===== config.mk =====
export PLATFORM = sky130hd
export DESIGN_NAME = i2csw_ctrl
export DESIGN_NICKNAME = d
export VERILOG_FILES = /design/src/rtl/i2csw_pkg.sv /design/src/rtl/i2csw_pin_sync.sv /design/src/rtl/i2csw_ctrl.sv
export SDC_FILE = /design/constraint.sdc
export NUM_CORES = 1
export LEC_CHECK = 0
export ABC_AREA = 1
export BUFFER_PORTS_ARGS = -buffer_cell sky130_fd_sc_hd__buf_2
export CAP_MARGIN = 30
export CORE_ASPECT_RATIO = 1.4
export CORE_UTILIZATION = 40
export CTS_BUF_LIST = sky130_fd_sc_hd__clkbuf_4 sky130_fd_sc_hd__clkbuf_8
export DETAILED_ROUTE_END_ITERATION = 16
export PLACE_DENSITY = 0.61
export REMOVE_ABC_BUFFERS = 1
export SLEW_MARGIN = 10
export SYNTH_ARGS = -nofsm -noshare
export SYNTH_HDL_FRONTEND = slang
export SYNTH_SLANG_ARGS = --single-unit

===== constraint.sdc =====
create_clock -name clock -period 1.75 [get_ports clock]
set_input_delay 0 -clock clock [delete_from_list [all_inputs] [get_ports clock]]
set_output_delay 0 -clock clock [all_outputs]
set_load 0.005 [all_outputs]

===== src/rtl/i2csw_pkg.sv =====
/*
 * Package for the four-channel I2C switch control block: register layout,
 * reset value, address layout and the slave state machine encoding.
 * Assumes a single 250 MHz system clock; SCL and SDA are oversampled pins.
 */
package i2csw_pkg;

    // Channel count and control register layout
    localparam int          NUM_CHAN      = 4;
    localparam int          CTRL_EN_LSB   = 0;
    localparam int          CTRL_IRQ_LSB  = 4;
    localparam logic [7:0]  CTRL_RESET    = 8'h00;

    // Slave address: fixed upper five bits, two strap bits below
    localparam logic [4:0]  ADDR_FIXED    = 5'h0e;
    localparam int          ADDR_RW_BIT   = 0;

    // Bit counter limits
    localparam logic [3:0]  BIT_LAST      = 4'h7;

    // Slave state machine, one-hot
    typedef enum logic [5:0] {
        ST_IDLE  = 6'b00_0001,
        ST_ADDR  = 6'b00_0010,
        ST_AACK  = 6'b00_0100,
        ST_WDATA = 6'b00_1000,
        ST_WACK  = 6'b01_0000,
        ST_RDATA = 6'b10_0000
    } i2csw_state_t;

    // Bus events decoded from the synchronised pins
    typedef struct packed {
        logic start;
        logic stop;
        logic sclRise;
        logic sclFall;
        logic sda;
    } i2csw_bus_t;

    // Whole state of the controller
    typedef struct packed {
        i2csw_state_t st;
        logic [3:0]   bitCnt;
        logic [7:0]   shift;
        logic [3:0]   pendEn;
        logic         pendValid;
        logic [3:0]   chanEn;
        logic         sdaOe;
        logic         rdAck;
        logic         irqOe;
    } i2csw_regs_t;

endpackage : i2csw_pkg


===== src/rtl/i2csw_pin_sync.sv =====
/*
 * Two-flop synchroniser and start/stop/edge detector for SCL and SDA.
 * Assumes pins are asynchronous to clock; the detector reads only the
 * two history stages after the second flop.
 */
`timescale 1ns/10ps
module i2csw_pin_sync
    import i2csw_pkg::*;
(
    input  wire logic       clock,
    input  wire logic       sys_rst,
    input  wire logic       clkEn,
    input  wire logic       sclIn,
    input  wire logic       sdaIn,
    output i2csw_pkg::i2csw_bus_t busEv
);
    import i2csw_pkg::*;

    typedef struct packed {
        logic [1:0] sclMeta;
        logic [1:0] sdaMeta;
        logic [1:0] sclHist;
        logic [1:0] sdaHist;
    } i2csw_sync_t;

    i2csw_sync_t s_q;
    i2csw_sync_t s_d;

    // Shift pins through metastability flops then two history stages
    always_comb begin
        s_d         = s_q;
        s_d.sclMeta = {s_q.sclMeta[0], sclIn};
        s_d.sdaMeta = {s_q.sdaMeta[0], sdaIn};
        s_d.sclHist = {s_q.sclHist[0], s_q.sclMeta[1]};
        s_d.sdaHist = {s_q.sdaHist[0], s_q.sdaMeta[1]};
    end

    // Idle bus is high on both lines
    always_ff @(posedge clock) begin
        if (sys_rst) begin
            s_q <= '1;
        end else if (clkEn) begin
            s_q <= s_d;
        end
    end

    // Start: SDA falls while SCL high; stop: SDA rises while SCL high
    always_comb begin
        busEv.start   = s_q.sclHist[0] & s_q.sclHist[1] & s_q.sdaHist[1] & ~s_q.sdaHist[0];
        busEv.stop    = s_q.sclHist[0] & s_q.sclHist[1] & ~s_q.sdaHist[1] & s_q.sdaHist[0];
        busEv.sclRise = s_q.sclHist[0] & ~s_q.sclHist[1];
        busEv.sclFall = ~s_q.sclHist[0] & s_q.sclHist[1];
        busEv.sda     = s_q.sdaHist[0];
    end

endmodule : i2csw_pin_sync


===== src/rtl/i2csw_ctrl.sv =====
/*
 * Control logic of a four-channel I2C switch: slave address match, one
 * control register, channel enables applied at stop, interrupt status.
 * Assumes SCL/SDA/interrupt pins are asynchronous; the wired level of
 * SDA and the interrupt line is resolved outside from the enables.
 */
// How it works
// - Address bit zero set means read, clear means write.
// - After an acknowledged write address the next byte goes to the register.
// - Several written bytes in one transfer: the last one is kept.
// - The control register can be both written and read over the bus.
// - Low bit n enables channel n when one, disables it when zero.
// - Any combination of the four channels may be enabled at once.
// - A new selection connects channels only once a stop is seen.
// - Reset leaves every control bit zero and no channel selected.
// - Any asserted interrupt input pulls the interrupt output low.
// - Interrupt detection works whether or not the channel is selected.
// - Register bits 4 to 7 report interrupts of channels 0 to 3.
// - A read loads the inverted present interrupt input levels into the upper bits.
// - Status bit is one for an active interrupt, zero otherwise.
// - Any number of channels may show interrupting at the same time.
// - Interrupt inputs may serve as general inputs read in the upper bits.
// - Holding the reset pin low clears registers, state machine and channels.
// - Power-on reset clears registers to zero and returns the state machine to idle.
`timescale 1ns/10ps
module i2csw_ctrl
    import i2csw_pkg::*;
(
    input  wire logic                 clock,
    input  wire logic                 sys_rst,
    input  wire logic                 clkEn,
    input  wire logic                 resetPinN,
    input  wire logic                 addr_sel_lo,
    input  wire logic                 addr_sel_hi,
    input  wire logic                 sclIn,
    input  wire logic                 sdaIn,
    output logic                      sdaOut,
    output logic                      sdaOe,
    input  wire logic                 chan0_irq_in_n,
    input  wire logic                 chan1_irq_in_n,
    input  wire logic                 chan2_irq_in_n,
    input  wire logic                 chan3_irq_in_n,
    output logic                      irqOut,
    output logic                      irqOe,
    output logic [NUM_CHAN-1:0]       downstream_pair
);
    import i2csw_pkg::*;

    i2csw_bus_t  busEv;
    i2csw_regs_t r_q;
    i2csw_regs_t r_d;
    logic [1:0]  rstMeta;
    logic [1:0]  strapLo;
    logic [1:0]  strapHi;
    logic [3:0]  irqMeta;
    logic [3:0]  irqSync;
    logic [3:0]  irqRaw;
    logic [3:0]  irqAct;
    logic        pinRst;
    logic [6:0]  myAddr;

    // Pin synchroniser and bus event decoder
    i2csw_pin_sync u_sync (
        .clock   (clock),
        .sys_rst (sys_rst),
        .clkEn   (clkEn),
        .sclIn   (sclIn),
        .sdaIn   (sdaIn),
        .busEv   (busEv)
    );

    assign irqRaw = {chan3_irq_in_n, chan2_irq_in_n, chan1_irq_in_n, chan0_irq_in_n};

    // Two-flop synchronisers for reset pin, address straps and interrupt pins
    always_ff @(posedge clock) begin
        if (sys_rst) begin
            rstMeta <= 2'h0;
            strapLo <= 2'h0;
            strapHi <= 2'h0;
            irqMeta <= 4'hf;
            irqSync <= 4'hf;
        end else if (clkEn) begin
            rstMeta <= {rstMeta[0], resetPinN};
            strapLo <= {strapLo[0], addr_sel_lo};
            strapHi <= {strapHi[0], addr_sel_hi};
            irqMeta <= irqRaw;
            irqSync <= irqMeta;
        end
    end

    assign pinRst = ~rstMeta[1];
    assign irqAct = ~irqSync;
    assign myAddr = {ADDR_FIXED, strapHi[1], strapLo[1]};

    // Next-state logic of the serial slave
    always_comb begin
        r_d       = r_q;
        r_d.irqOe = |irqAct;
        if (busEv.start) begin
            r_d.st     = ST_ADDR;
            r_d.bitCnt = 4'h0;
            r_d.sdaOe  = 1'b0;
        end else if (busEv.stop) begin
            r_d.st    = ST_IDLE;
            r_d.sdaOe = 1'b0;
            if (r_q.pendValid) begin
                r_d.chanEn    = r_q.pendEn;
                r_d.pendValid = 1'b0;
            end
        end else begin
            case (r_q.st)
                ST_IDLE: begin
                    r_d.sdaOe = 1'b0;
                end
                ST_ADDR: begin
                    if (busEv.sclRise) begin
                        r_d.shift  = {r_q.shift[6:0], busEv.sda};
                        r_d.bitCnt = r_q.bitCnt + 4'h1;
                    end
                    if (busEv.sclFall && r_q.bitCnt == 4'h8) begin
                        if (r_q.shift[7:1] == myAddr) begin
                            r_d.st    = ST_AACK;
                            r_d.sdaOe = 1'b1;
                        end else begin
                            r_d.st = ST_IDLE;
                        end
                    end
                end
                ST_AACK: begin
                    if (busEv.sclFall) begin
                        r_d.bitCnt = 4'h0;
                        if (r_q.shift[ADDR_RW_BIT]) begin
                            r_d.st    = ST_RDATA;
                            r_d.shift = {irqAct, r_q.chanEn};
                            r_d.sdaOe = ~irqAct[3];
                        end else begin
                            r_d.st    = ST_WDATA;
                            r_d.sdaOe = 1'b0;
                        end
                    end
                end
                ST_WDATA: begin
                    if (busEv.sclRise) begin
                        r_d.shift  = {r_q.shift[6:0], busEv.sda};
                        r_d.bitCnt = r_q.bitCnt + 4'h1;
                    end
                    if (busEv.sclFall && r_q.bitCnt == 4'h8) begin
                        r_d.pendEn    = r_q.shift[CTRL_EN_LSB +: NUM_CHAN];
                        r_d.pendValid = 1'b1;
                        r_d.st        = ST_WACK;
                        r_d.sdaOe     = 1'b1;
                    end
                end
                ST_WACK: begin
                    if (busEv.sclFall) begin
                        r_d.st     = ST_WDATA;
                        r_d.bitCnt = 4'h0;
                        r_d.sdaOe  = 1'b0;
                    end
                end
                ST_RDATA: begin
                    if (busEv.sclFall) begin
                        if (r_q.bitCnt < BIT_LAST) begin
                            r_d.bitCnt = r_q.bitCnt + 4'h1;
                            r_d.shift  = {r_q.shift[6:0], 1'b0};
                            r_d.sdaOe  = ~r_q.shift[6];
                        end else if (r_q.bitCnt == BIT_LAST) begin
                            r_d.bitCnt = r_q.bitCnt + 4'h1;
                            r_d.sdaOe  = 1'b0;
                        end else if (r_q.rdAck) begin
                            r_d.bitCnt = 4'h0;
                            r_d.shift  = {irqAct, r_q.chanEn};
                            r_d.sdaOe  = ~irqAct[3];
                        end else begin
                            r_d.st = ST_IDLE;
                        end
                    end
                    if (busEv.sclRise && r_q.bitCnt == 4'h8) begin
                        r_d.rdAck = ~busEv.sda;
                    end
                end
                default: begin
                    r_d.st = ST_IDLE;
                end
            endcase
        end
    end

    // State register; system reset clears all, the pin reset all but the interrupt output
    always_ff @(posedge clock) begin
        if (sys_rst || pinRst) begin
            // Interrupt output keeps following the pins while only the reset pin is low
            r_q <= '{st: ST_IDLE, irqOe: (|irqAct) & ~sys_rst, default: '0};
        end else if (clkEn) begin
            r_q <= r_d;
        end
    end

    assign sdaOut          = 1'b0;
    assign sdaOe           = r_q.sdaOe;
    assign irqOut          = 1'b0;
    assign irqOe           = r_q.irqOe;
    assign downstream_pair = r_q.chanEn;
endmodule : i2csw_ctrl


# [Word level (Yosys, flattened, before mapping)]
# Index checks and enable logic that the tools add are counted.
[totals] regBits=52 inputBits=12 out_inout_bits=8 wordCells=132
[classes] addsub=1 order_cmp=1 n_eq_ne=32 mux=40 bitwise_logic=19 n_reduce_logical=20
[ops] op="two-way mux 6 bit" n=7
[ops] op="two-way mux 12 bit" n=3
[ops] op="two-way mux 18 bit" n=2
[ops] op="!= test 4 bit, second input constant" n=9
[ops] op="case mux 6 bit (6 select lines)" n=1
[ops] op="case mux 8 bit (3 select lines)" n=1
[ops] op="two-way mux 10 bit" n=2
[ops] op="AND reduction 10 bit" n=2
[ops] op="!= test 3 bit, second input constant" n=6
[ops] op="AND reduction 9 bit" n=2
[ops] op="two-way mux 16 bit" n=1
[ops] op="two-way mux 8 bit" n=2
[ops] op="case mux 4 bit (4 select lines)" n=1
[ops] op="two-way mux 1 bit" n=15
[ops] op="two-way mux 5 bit" n=2
[ops] op="NOT 1 bit" n=10
[ops] op="AND reduction 5 bit" n=2
[ops] op="bitwise AND 1 bit" n=8
[ops] op="AND reduction 4 bit" n=2
[ops] op="AND reduction 8 bit" n=1
[ops] op="nonzero test 8 bit" n=1
[ops] op="== test 7 x 6 -> 1 bit" n=1
[ops] op="== test 6 x 1 -> 1 bit, second input constant" n=1
[ops] op="== test 6 x 2 -> 1 bit, second input constant" n=1
[ops] op="other kinds (24)" n=30

# [Depth between registers and ports, before layout]
# Gate-level depths: netlist (run 1).
[logic_depth] ltp_word=9 depth_mapped=13 ltp_nobuf=13

# [By module]
# From an unflattened synthesis (run 1), not the netlist that was laid out.
[hier_totals] hier_cells=456 hier_area_um2=2974.1
[by_module_without_submodules] module="i2csw_ctrl" n_inst=1 cells_per_inst=412 area_per_inst_um2=2655.0 seq_area_each_um2=890.9
[by_module_without_submodules] module="i2csw_pin_sync" n_inst=1 cells_per_inst=44 area_per_inst_um2=319.1 seq_area_each_um2=160.2

# [Worst setup path before layout (run 1)]
# OpenSTA, ideal clock, no wires.
[synth_timing] path_kind="register to register" start="register r_q[20] in the netlist's numbering" end="register r_q[15] in the netlist's numbering" setup_time_ns=0.111 arrival_time_ns=1.552 required_ns=1.639 slack_ns=0.087 path_stages_with_launch=11 n_path_buf=1 synth_period_minus_slack_ns=1.663 path_cell_list="dfxtp_1 ha_1 nand2_1 nand2_1 inv_1 nor3_2 nor3_4 and2_4 buf_8 nor2_2 nor2_2"
[synth_via] elab_chain_len=4 elab_cells_between_ends=8 cone_classes="order compare: 1; eq/ne: 3; mux: 3; reduce/logical: 1"
[synth_rtl] element="from (decl)" line="i2csw_ctrl.sv:50" text="i2csw_regs_t r_q;"
[synth_rtl] element="from (signal assigned)" line="i2csw_ctrl.sv:195" text="r_q <= r_d;"
[synth_rtl] element="less-than comparator 4 x 3 -> 1 bit" line="i2csw_ctrl.sv:163" text="if (r_q.bitCnt < BIT_LAST) begin"
[synth_rtl] element="two-way mux 12 bit" line="i2csw_ctrl.sv:163"
[synth_rtl] element="two-way mux 18 bit" line="i2csw_ctrl.sv:162" text="if (busEv.sclFall) begin"
[synth_rtl] element="case mux 8 bit (3 select lines)" line="i2csw_ctrl.sv:111" text="case (r_q.st)"
# Several ways; a longest one is shown, not always the timed one. The select of a mux whose other input is x is not followed.
# A chain may end at the register's enable or synchronous reset.

# [Worst setup path after layout (run 1)]
[layout_timing] start="register r_q[25] in the netlist's numbering" end="register r_q[27] in the netlist's numbering"
[layout_via] elab_chain_len=4 elab_cells_between_ends=19 cone_classes="eq/ne: 15; mux: 3; reduce/logical: 1"
[layout_rtl] element="== test 6 bit (tied with other cells)" line="i2csw_ctrl.sv:111"
[layout_rtl] element="case mux 6 bit (6 select lines)" line="i2csw_ctrl.sv:111"
[layout_rtl] element="two-way mux 6 bit" line="i2csw_ctrl.sv:103" text="end else if (busEv.stop) begin"
[layout_rtl] element="two-way mux 10 bit" line="i2csw_ctrl.sv:99" text="if (busEv.start) begin"
# Several ways; a longest one is shown, not always the timed one.

==> run summary, run 1 <==
# fillers -> 712
Asr flop ratio synth -> 0%
Antenna viol nets, final -> 0
Crit end category -> flip-flop
TritonCTS buffer count -> 5
DRT Pass-1 Iters -> 4
Post-synthesis cell type count -> 34
Initial antenna violation count -> 0
Fmax -> 605.7 MHz
Worst Reg-to-Reg Cells -> 11
# setup viols final -> 0
Vias in the first global route -> 2745
Fin. max-slew vios -> 0
Yosys synthesis warning count -> 0
Root Buffer -> clkbuf_8
Reg2Reg Launch Point -> r_q[25]
Lkg Pwr -> 0.001478 uW
Final hold violations -> 0
Max rail drop VDD -> 0.0006138 V
Area of the multi-input gates -> 1658 sq um
Yosys reg bits -> 52
Reg2reg setup slack -> 100 ps
Post-DP HPWL -> 5516 um
Post-Route WL -> 7373 um
Syn_area_per_cell -> 6.668 sq um
Final instance area -> 3570 sq um
Drt drc -> 0
Setup CP Type -> flip-flop to flip-flop
Setup TNS -> 0 ps
Hold Crit Class -> input port to flip-flop
FF/Latch Area -> 1070 sq um
Die height -> 101.9 um
Synthesized cell area -> 2854 sq um
Routed via count -> 2870
Crit path largest cell delay -> 370 ps
Share of cells above drive strength 1 -> 27.23%
All-Layer GR Usage -> 21.39%
Post-synth EDFFs -> 1
H-tree depth -> 2
Core region area -> 6937 sq um
Largest delay share family, worst path -> simple AND/OR/NAND/NOR gates
Max clock buf depth -> 2
CP most frequent cell -> nand2_1
Layout area overhead -> 25.08%
Starting DRT DRC Count -> 105
Sequential fraction of the synthesis area -> 36.83%
Fin crit period -> 1651 ps
Status -> completed
Die X-Extent -> 73.39 um
WL per Instance -> 12.80 um
Input/output buffers -> 17
Worst path arrival time -> 1900 ps
Cell chain of the critical path -> nor2_4, buf_12, nand2_1, nor2_1, buf_4, o21ai_0, nand2_1, nand2_1, nand3_2, nand2_1, a21oi_1
Slowest cell on the critical path -> dfxtp_4
Worst hold slack -> 102.1 ps
Clock Sinks -> 52
Start point of the critical path -> r_q[25]
Cells after Synth -> 428
Nets -> 494
RSZ-0062 raised after global routing -> yes
Reg-to-reg endpoint -> r_q[27]
Main synth FF type -> dfxtp_1
# Max-Cap Violations -> 0
Crit path required time -> 1990 ps
Initial core utilization -> 41.14%
Overall Power -> 2225 uW
Worst Hold Depth -> 3
Skew-Pair Late Insertion Delay -> 310 ps
Power Density -> 623.4 nW/um^2
CP Launch Type -> flip-flop
Vias/cell -> 4.983
Crit path to -> r_q[27]
Placer Congestion -> 0.9196
Diodes inserted -> 0
Reg clk slew, reported paths -> 110 ps
Period Utilization, post-route -> 94.34%
CTS tree -> yes
DP Cell Count -> 556
Crit. path cell count -> 11
Final std cells w/o fill -> 576
Remaining global-route overflow -> 0
Worst Skew -> 4.750 ps
Die area -> 7482 sq um
First-pass GRT wire length -> 12280 um
CP Buf/Inv Count -> 2
Placed Area -> 3204 sq um
Boundary pin count -> 20
# rows -> 36
Pin count of the biggest net entering global routing -> 24
Critical path peak fanout -> 7
## report_power, final
group	leakage, uW	switching, uW	internal (uW)
registers	0.000432	25.7	1220
clock network	0.0000511	452	303
logic	0.000996	130	95.5
## timing repair
action,CTS,global route
hold buffers,10,0
setup buffers,0,2
endpoints found under the hold margin,13,0
endpoints found under the setup margin,9,23
resized for setup,4,44
pin swaps,0,6
cloned,0,0
## worst register-to-register path, cell delays in order, from the launching register on
cell and delay [ps]:
dfxtp_4 370, nor2_4 120, buf_12 130, nand2_1 60, nor2_1 90, buf_4 160
o21ai_0 110, nand2_1 70, nand2_1 80, nand3_2 150, nand2_1 80, a21oi_1 150
## layout by cell type (no fill, tap or decap), drive strengths merged
master and instances:
inv 45, o21ai 37, nand4 5, o21a 1
edfxtp 1, o22ai 1, a41oi 1, dfxtp 51
a21oi 28, nand3 47, xnor2 1, ha 2
and2 1, dlygate4sd3 10, nand2 100, nor2 76
clkbuf 5, conb 2, o211ai 1, or2 1
buf 52, nor3 13
## flip-flops by register name, summed over array words and instances (netlist names), 4 cells and up
signal,flops
downstream_pair,4
irqMeta,4
u_sync.s_d,5
irqSync,4
r_q,24
## cell usage after synthesis, types with 2 or more instances
library cell	count	area, sq um
nand2_1	98	367.9
nor2_1	54	202.7
dfxtp_1	51	1021
nand3_1	43	215.2
o21ai_0	37	185.2
inv_1	36	135.1
a21oi_1	27	135.1
nor2_2	19	118.9
nor3_1	10	50.05
clkbuf_1	9	33.78
buf_4	7	52.55
inv_2	5	18.77
nand4_1	5	31.28
nor2_4	3	33.78
ha_1	2	25.02
nand3_2	2	20.02
nand3_4	2	35.03
nor3_2	2	20.02
## cells by family after synthesis
family	Yosys count	synth area share, %
fa+ha+maj	2	0.8767
buf+inv	60	9.206
compound gates	69	12.58
other cells	1	0.1314
simple gates	243	40.07
flops	52	36.83
xor+xnor	1	0.3069
## worst min-delay path by stage
stage,slack (ps),to,startpoint
2_1_floorplan,90,r_q[7],clkEn
3_3_place_gp,210,irqMeta[0],chan0_irq_in_n
3_5_place_dp,220,irqMeta[2],chan2_irq_in_n
4_1_cts,100,r_q[7],clkEn
5_1_grt,110,r_q[7],clkEn
6_report,100,r_q[7],clkEn
## layout make-up
cell class | instances | share of cell area (%)
well taps | 95 | 3.330
clock inverters | 3 | 0.8062
inverters | 42 | 4.416
repair buffers | 62 | 13.11
flip-flops and latches | 52 | 29.97
multi-input cells | 317 | 46.44
clock buffers | 5 | 1.928
## per-layer routing
layer,vias to the layer above,wire length [um],part of all wire (%),track usage [%]
met1,1313,3069,42,23.49
met4,0,197,2.7,11.09
met5,-,0,0,0
met2,56,3912,53,39.53
li1,1482,-,-,-
met3,19,194,2.6,2.761
## metrics by stage
step | util, % | setup WS, ps
6_report | 51.46 | 99.00
5_1_grt | 51.46 | -30.23
3_5_place_dp | 46.19 | -30.57
3_3_place_gp | 46.19 | -1.284
2_1_floorplan | - | 14.16
4_1_cts | 49.37 | 4.509
(Power assumes the default switching activity.)
==> inputs of run 2 (changes only) <==
- CTS_BUF_LIST: sky130_fd_sc_hd__clkbuf_4 sky130_fd_sc_hd__clkbuf_8 -> unset
- REMOVE_ABC_BUFFERS: 1 -> unset
==> run 2 against run 1 <==
  * Non-clock buffer count is 1 higher
  * Hold slack better by 13 ps
  * Critical path depth stayed put
  * Global-route usage is 0.58 points lower
  * Clock skew is 2.3 ps higher
  * Critical path type unchanged
  * Critical endpoint is now r_q[17]
  * Largest cell class unchanged
==> run summary, run 2 (same netlist as run 1, synthesis figures left out) <==
Layout area overhead -> 27.05%
Hold Crit Class -> input port to flip-flop
Core region area -> 6937 sq um (unchanged)
All-Layer GR Usage -> 20.81% (-0.58 points)
Commonest non-fill, non-tap cell in the layout -> nand2_1
Root Buffer -> clkbuf_8
Largest reg by FF count -> r_q
Drt drc -> 0 (unchanged)
Remaining global-route overflow -> 0 (unchanged)
Final std cells w/o fill -> 577 (+0.17%)
Crit. path cell count -> 11 (unchanged)
Input/output buffers -> 17 (unchanged)
DRT Pass-1 Iters -> 4 (unchanged)
RSZ-0062 raised after global routing -> yes
Setup CP Type -> flip-flop to flip-flop
CP Launch Type -> flip-flop
Max rail drop VDD -> 0.0006924 V (+13%)
Reg clk slew, reported paths -> 100 ps (about the same)
CP Buf/Inv Count -> 2 (unchanged)
Final hold violations -> 0 (unchanged)
Antenna viol nets, final -> 0 (unchanged)
# setup viols final -> 0 (unchanged)
Initial antenna violation count -> 0 (unchanged)
Diodes inserted -> 0 (unchanged)
Fin crit period -> 1654 ps (+2.535 ps)
Max clock buf depth -> 2 (unchanged)
Fmax -> 604.8 MHz (-0.15%)
Slowest cell on the critical path -> dfxtp_2
# rows -> 36 (unchanged)
Worst hold slack -> 115.4 ps (+13.28 ps)
Most frequent cells in the layout -> 90 x nand2_1, 48 x nor2_1, 41 x dfxtp_1, 38 x nand3_1, 36 x o21ai_0
Lkg Pwr -> 0.001489 uW (+0.69%)
Vias/cell -> 4.903 (-1.6%)
First-pass GRT wire length -> 11910 um (-3.0%)
Boundary pin count -> 20 (unchanged)
FF/Latch Area -> 1069 sq um (-0.12%)
Die height -> 101.9 um (unchanged)
Worst Skew -> 7.046 ps (+2.296 ps)
Skew-Pair Late Insertion Delay -> 320 ps (about the same)
Initial core utilization -> 41.14% (unchanged)
Die X-Extent -> 73.39 um (unchanged)
Max FFs per register -> 24 (unchanged)
Routed via count -> 2829 (-1.4%)
# Max-Cap Violations -> 0 (unchanged)
Status -> completed
Placed Area -> 3149 sq um (-1.7%)
Worst path arrival time -> 1920 ps (+20 ps)
Worst Reg-to-Reg Cells -> 11 (unchanged)
Die area -> 7482 sq um (unchanged)
Crit end category -> flip-flop
Nets -> 495 (+0.20%)
Crit path required time -> 2020 ps (+30 ps)
DP Cell Count -> 547 (-1.6%)
Placer Congestion -> 0.9001 (-2.1%)
CTS tree -> yes
Post-Route WL -> 7154 um (-3.0%)
# fillers -> 725 (+1.8%)
Worst Hold Depth -> 5 (+2)
Critical path peak fanout -> 7 (unchanged)
Crit path largest cell delay -> 380 ps (about the same)
Fin. max-slew vios -> 0 (unchanged)
Final instance area -> 3626 sq um (+1.6%)
Power Density -> 612.7 nW/um^2 (-1.7%)
Period Utilization, post-route -> 94.49% (+0.14 points)
TritonCTS buffer count -> 5 (unchanged)
Pin count of the biggest net entering global routing -> 32 (+33%)
Cell chain of the critical path -> nor2_4, buf_4, nand2_1, nor2_1, buf_4, a21oi_2, nand3_2, nor2_4, and2_4, nor2_2, nor2_2
Area of the multi-input gates -> 1705 sq um (+2.9%)
Share of cells above drive strength 1 -> 29.05% (+1.8 points)
Post-DP HPWL -> 5218 um (-5.4%)
Largest delay share family, worst path -> simple AND/OR/NAND/NOR gates
Clock Sinks -> 52 (unchanged)
Vias in the first global route -> 2624 (-4.4%)
H-tree depth -> 2 (unchanged)
WL per Instance -> 12.40 um (-3.1%)
Starting DRT DRC Count -> 111 (+5.7%)
[run 2: metal layers]
layer	part of all wire (%)	routed length, um	up-vias	GRT usage [%]
li1	-	-	1482	-
met3	2.8	200	14	3.156
met5	0	0	-	0
met1	43	3057	1275	23.49
met2	51	3675	58	37.82
met4	3.1	219	0	9.911
[run 2: area by class of cell]
type	count	share of cell area, %
multi-input cells	317	47.03
flip-flops and latches	52	29.47
repair buffers	63	13.22
inverters	42	4.348
well taps	95	3.278
clock buffers	5	1.898
clock inverters	3	0.7591
[run 2: repair_timing]
action	4_1_cts	5_1_grt
pin swaps	1	14
hold buffers	10	0
endpoints found under the hold margin	14	0
gates resized for setup	4	57
setup endpoints to repair	15	21
setup buffers	1	11
[run 2: where the power goes]
part	internal [uW]	switching, uW
clock network	295	455
registers	1220	25.4
logic	94.6	131
[run 2: final timing paths]
path / startpoint / to / slack [ps]
min: clkEn / r_q[1] / 120
max reg2reg: r_q[25] / r_q[17] / 100
max: r_q[25] / r_q[17] / 100
min reg2reg: irqMeta[2] / irqMeta[2] / 470
[run 2: stage by stage]
| stage | setup TNS, ps | utilization, % | total power (uW) | worst slack (ps) |
|---|---|---|---|---|
| finish | 0 | 52.27 | 2222 | 96.46 |
| global route | -69.72 | 52.27 | 2321 | -26.44 |
| CTS | 0 | 48.58 | 2232 | 3.880 |
| detailed placement | -940.7 | 45.40 | 1460 | -124.6 |
| global placement | -119.1 | 45.40 | 1457 | -35.18 |
| floorplan | 0 | - | 1391 | 86.72 |
[run 2: worst reg2reg max path, cell delays in order, from the launching register on]
cell     delay [ps]
dfxtp_2         380
nor2_4           60
buf_4           150
nand2_1          60
nor2_1           40
buf_4           150
a21oi_2         130
nand3_2          90
nor2_4          170
and2_4          250
nor2_2           50
nor2_2           70
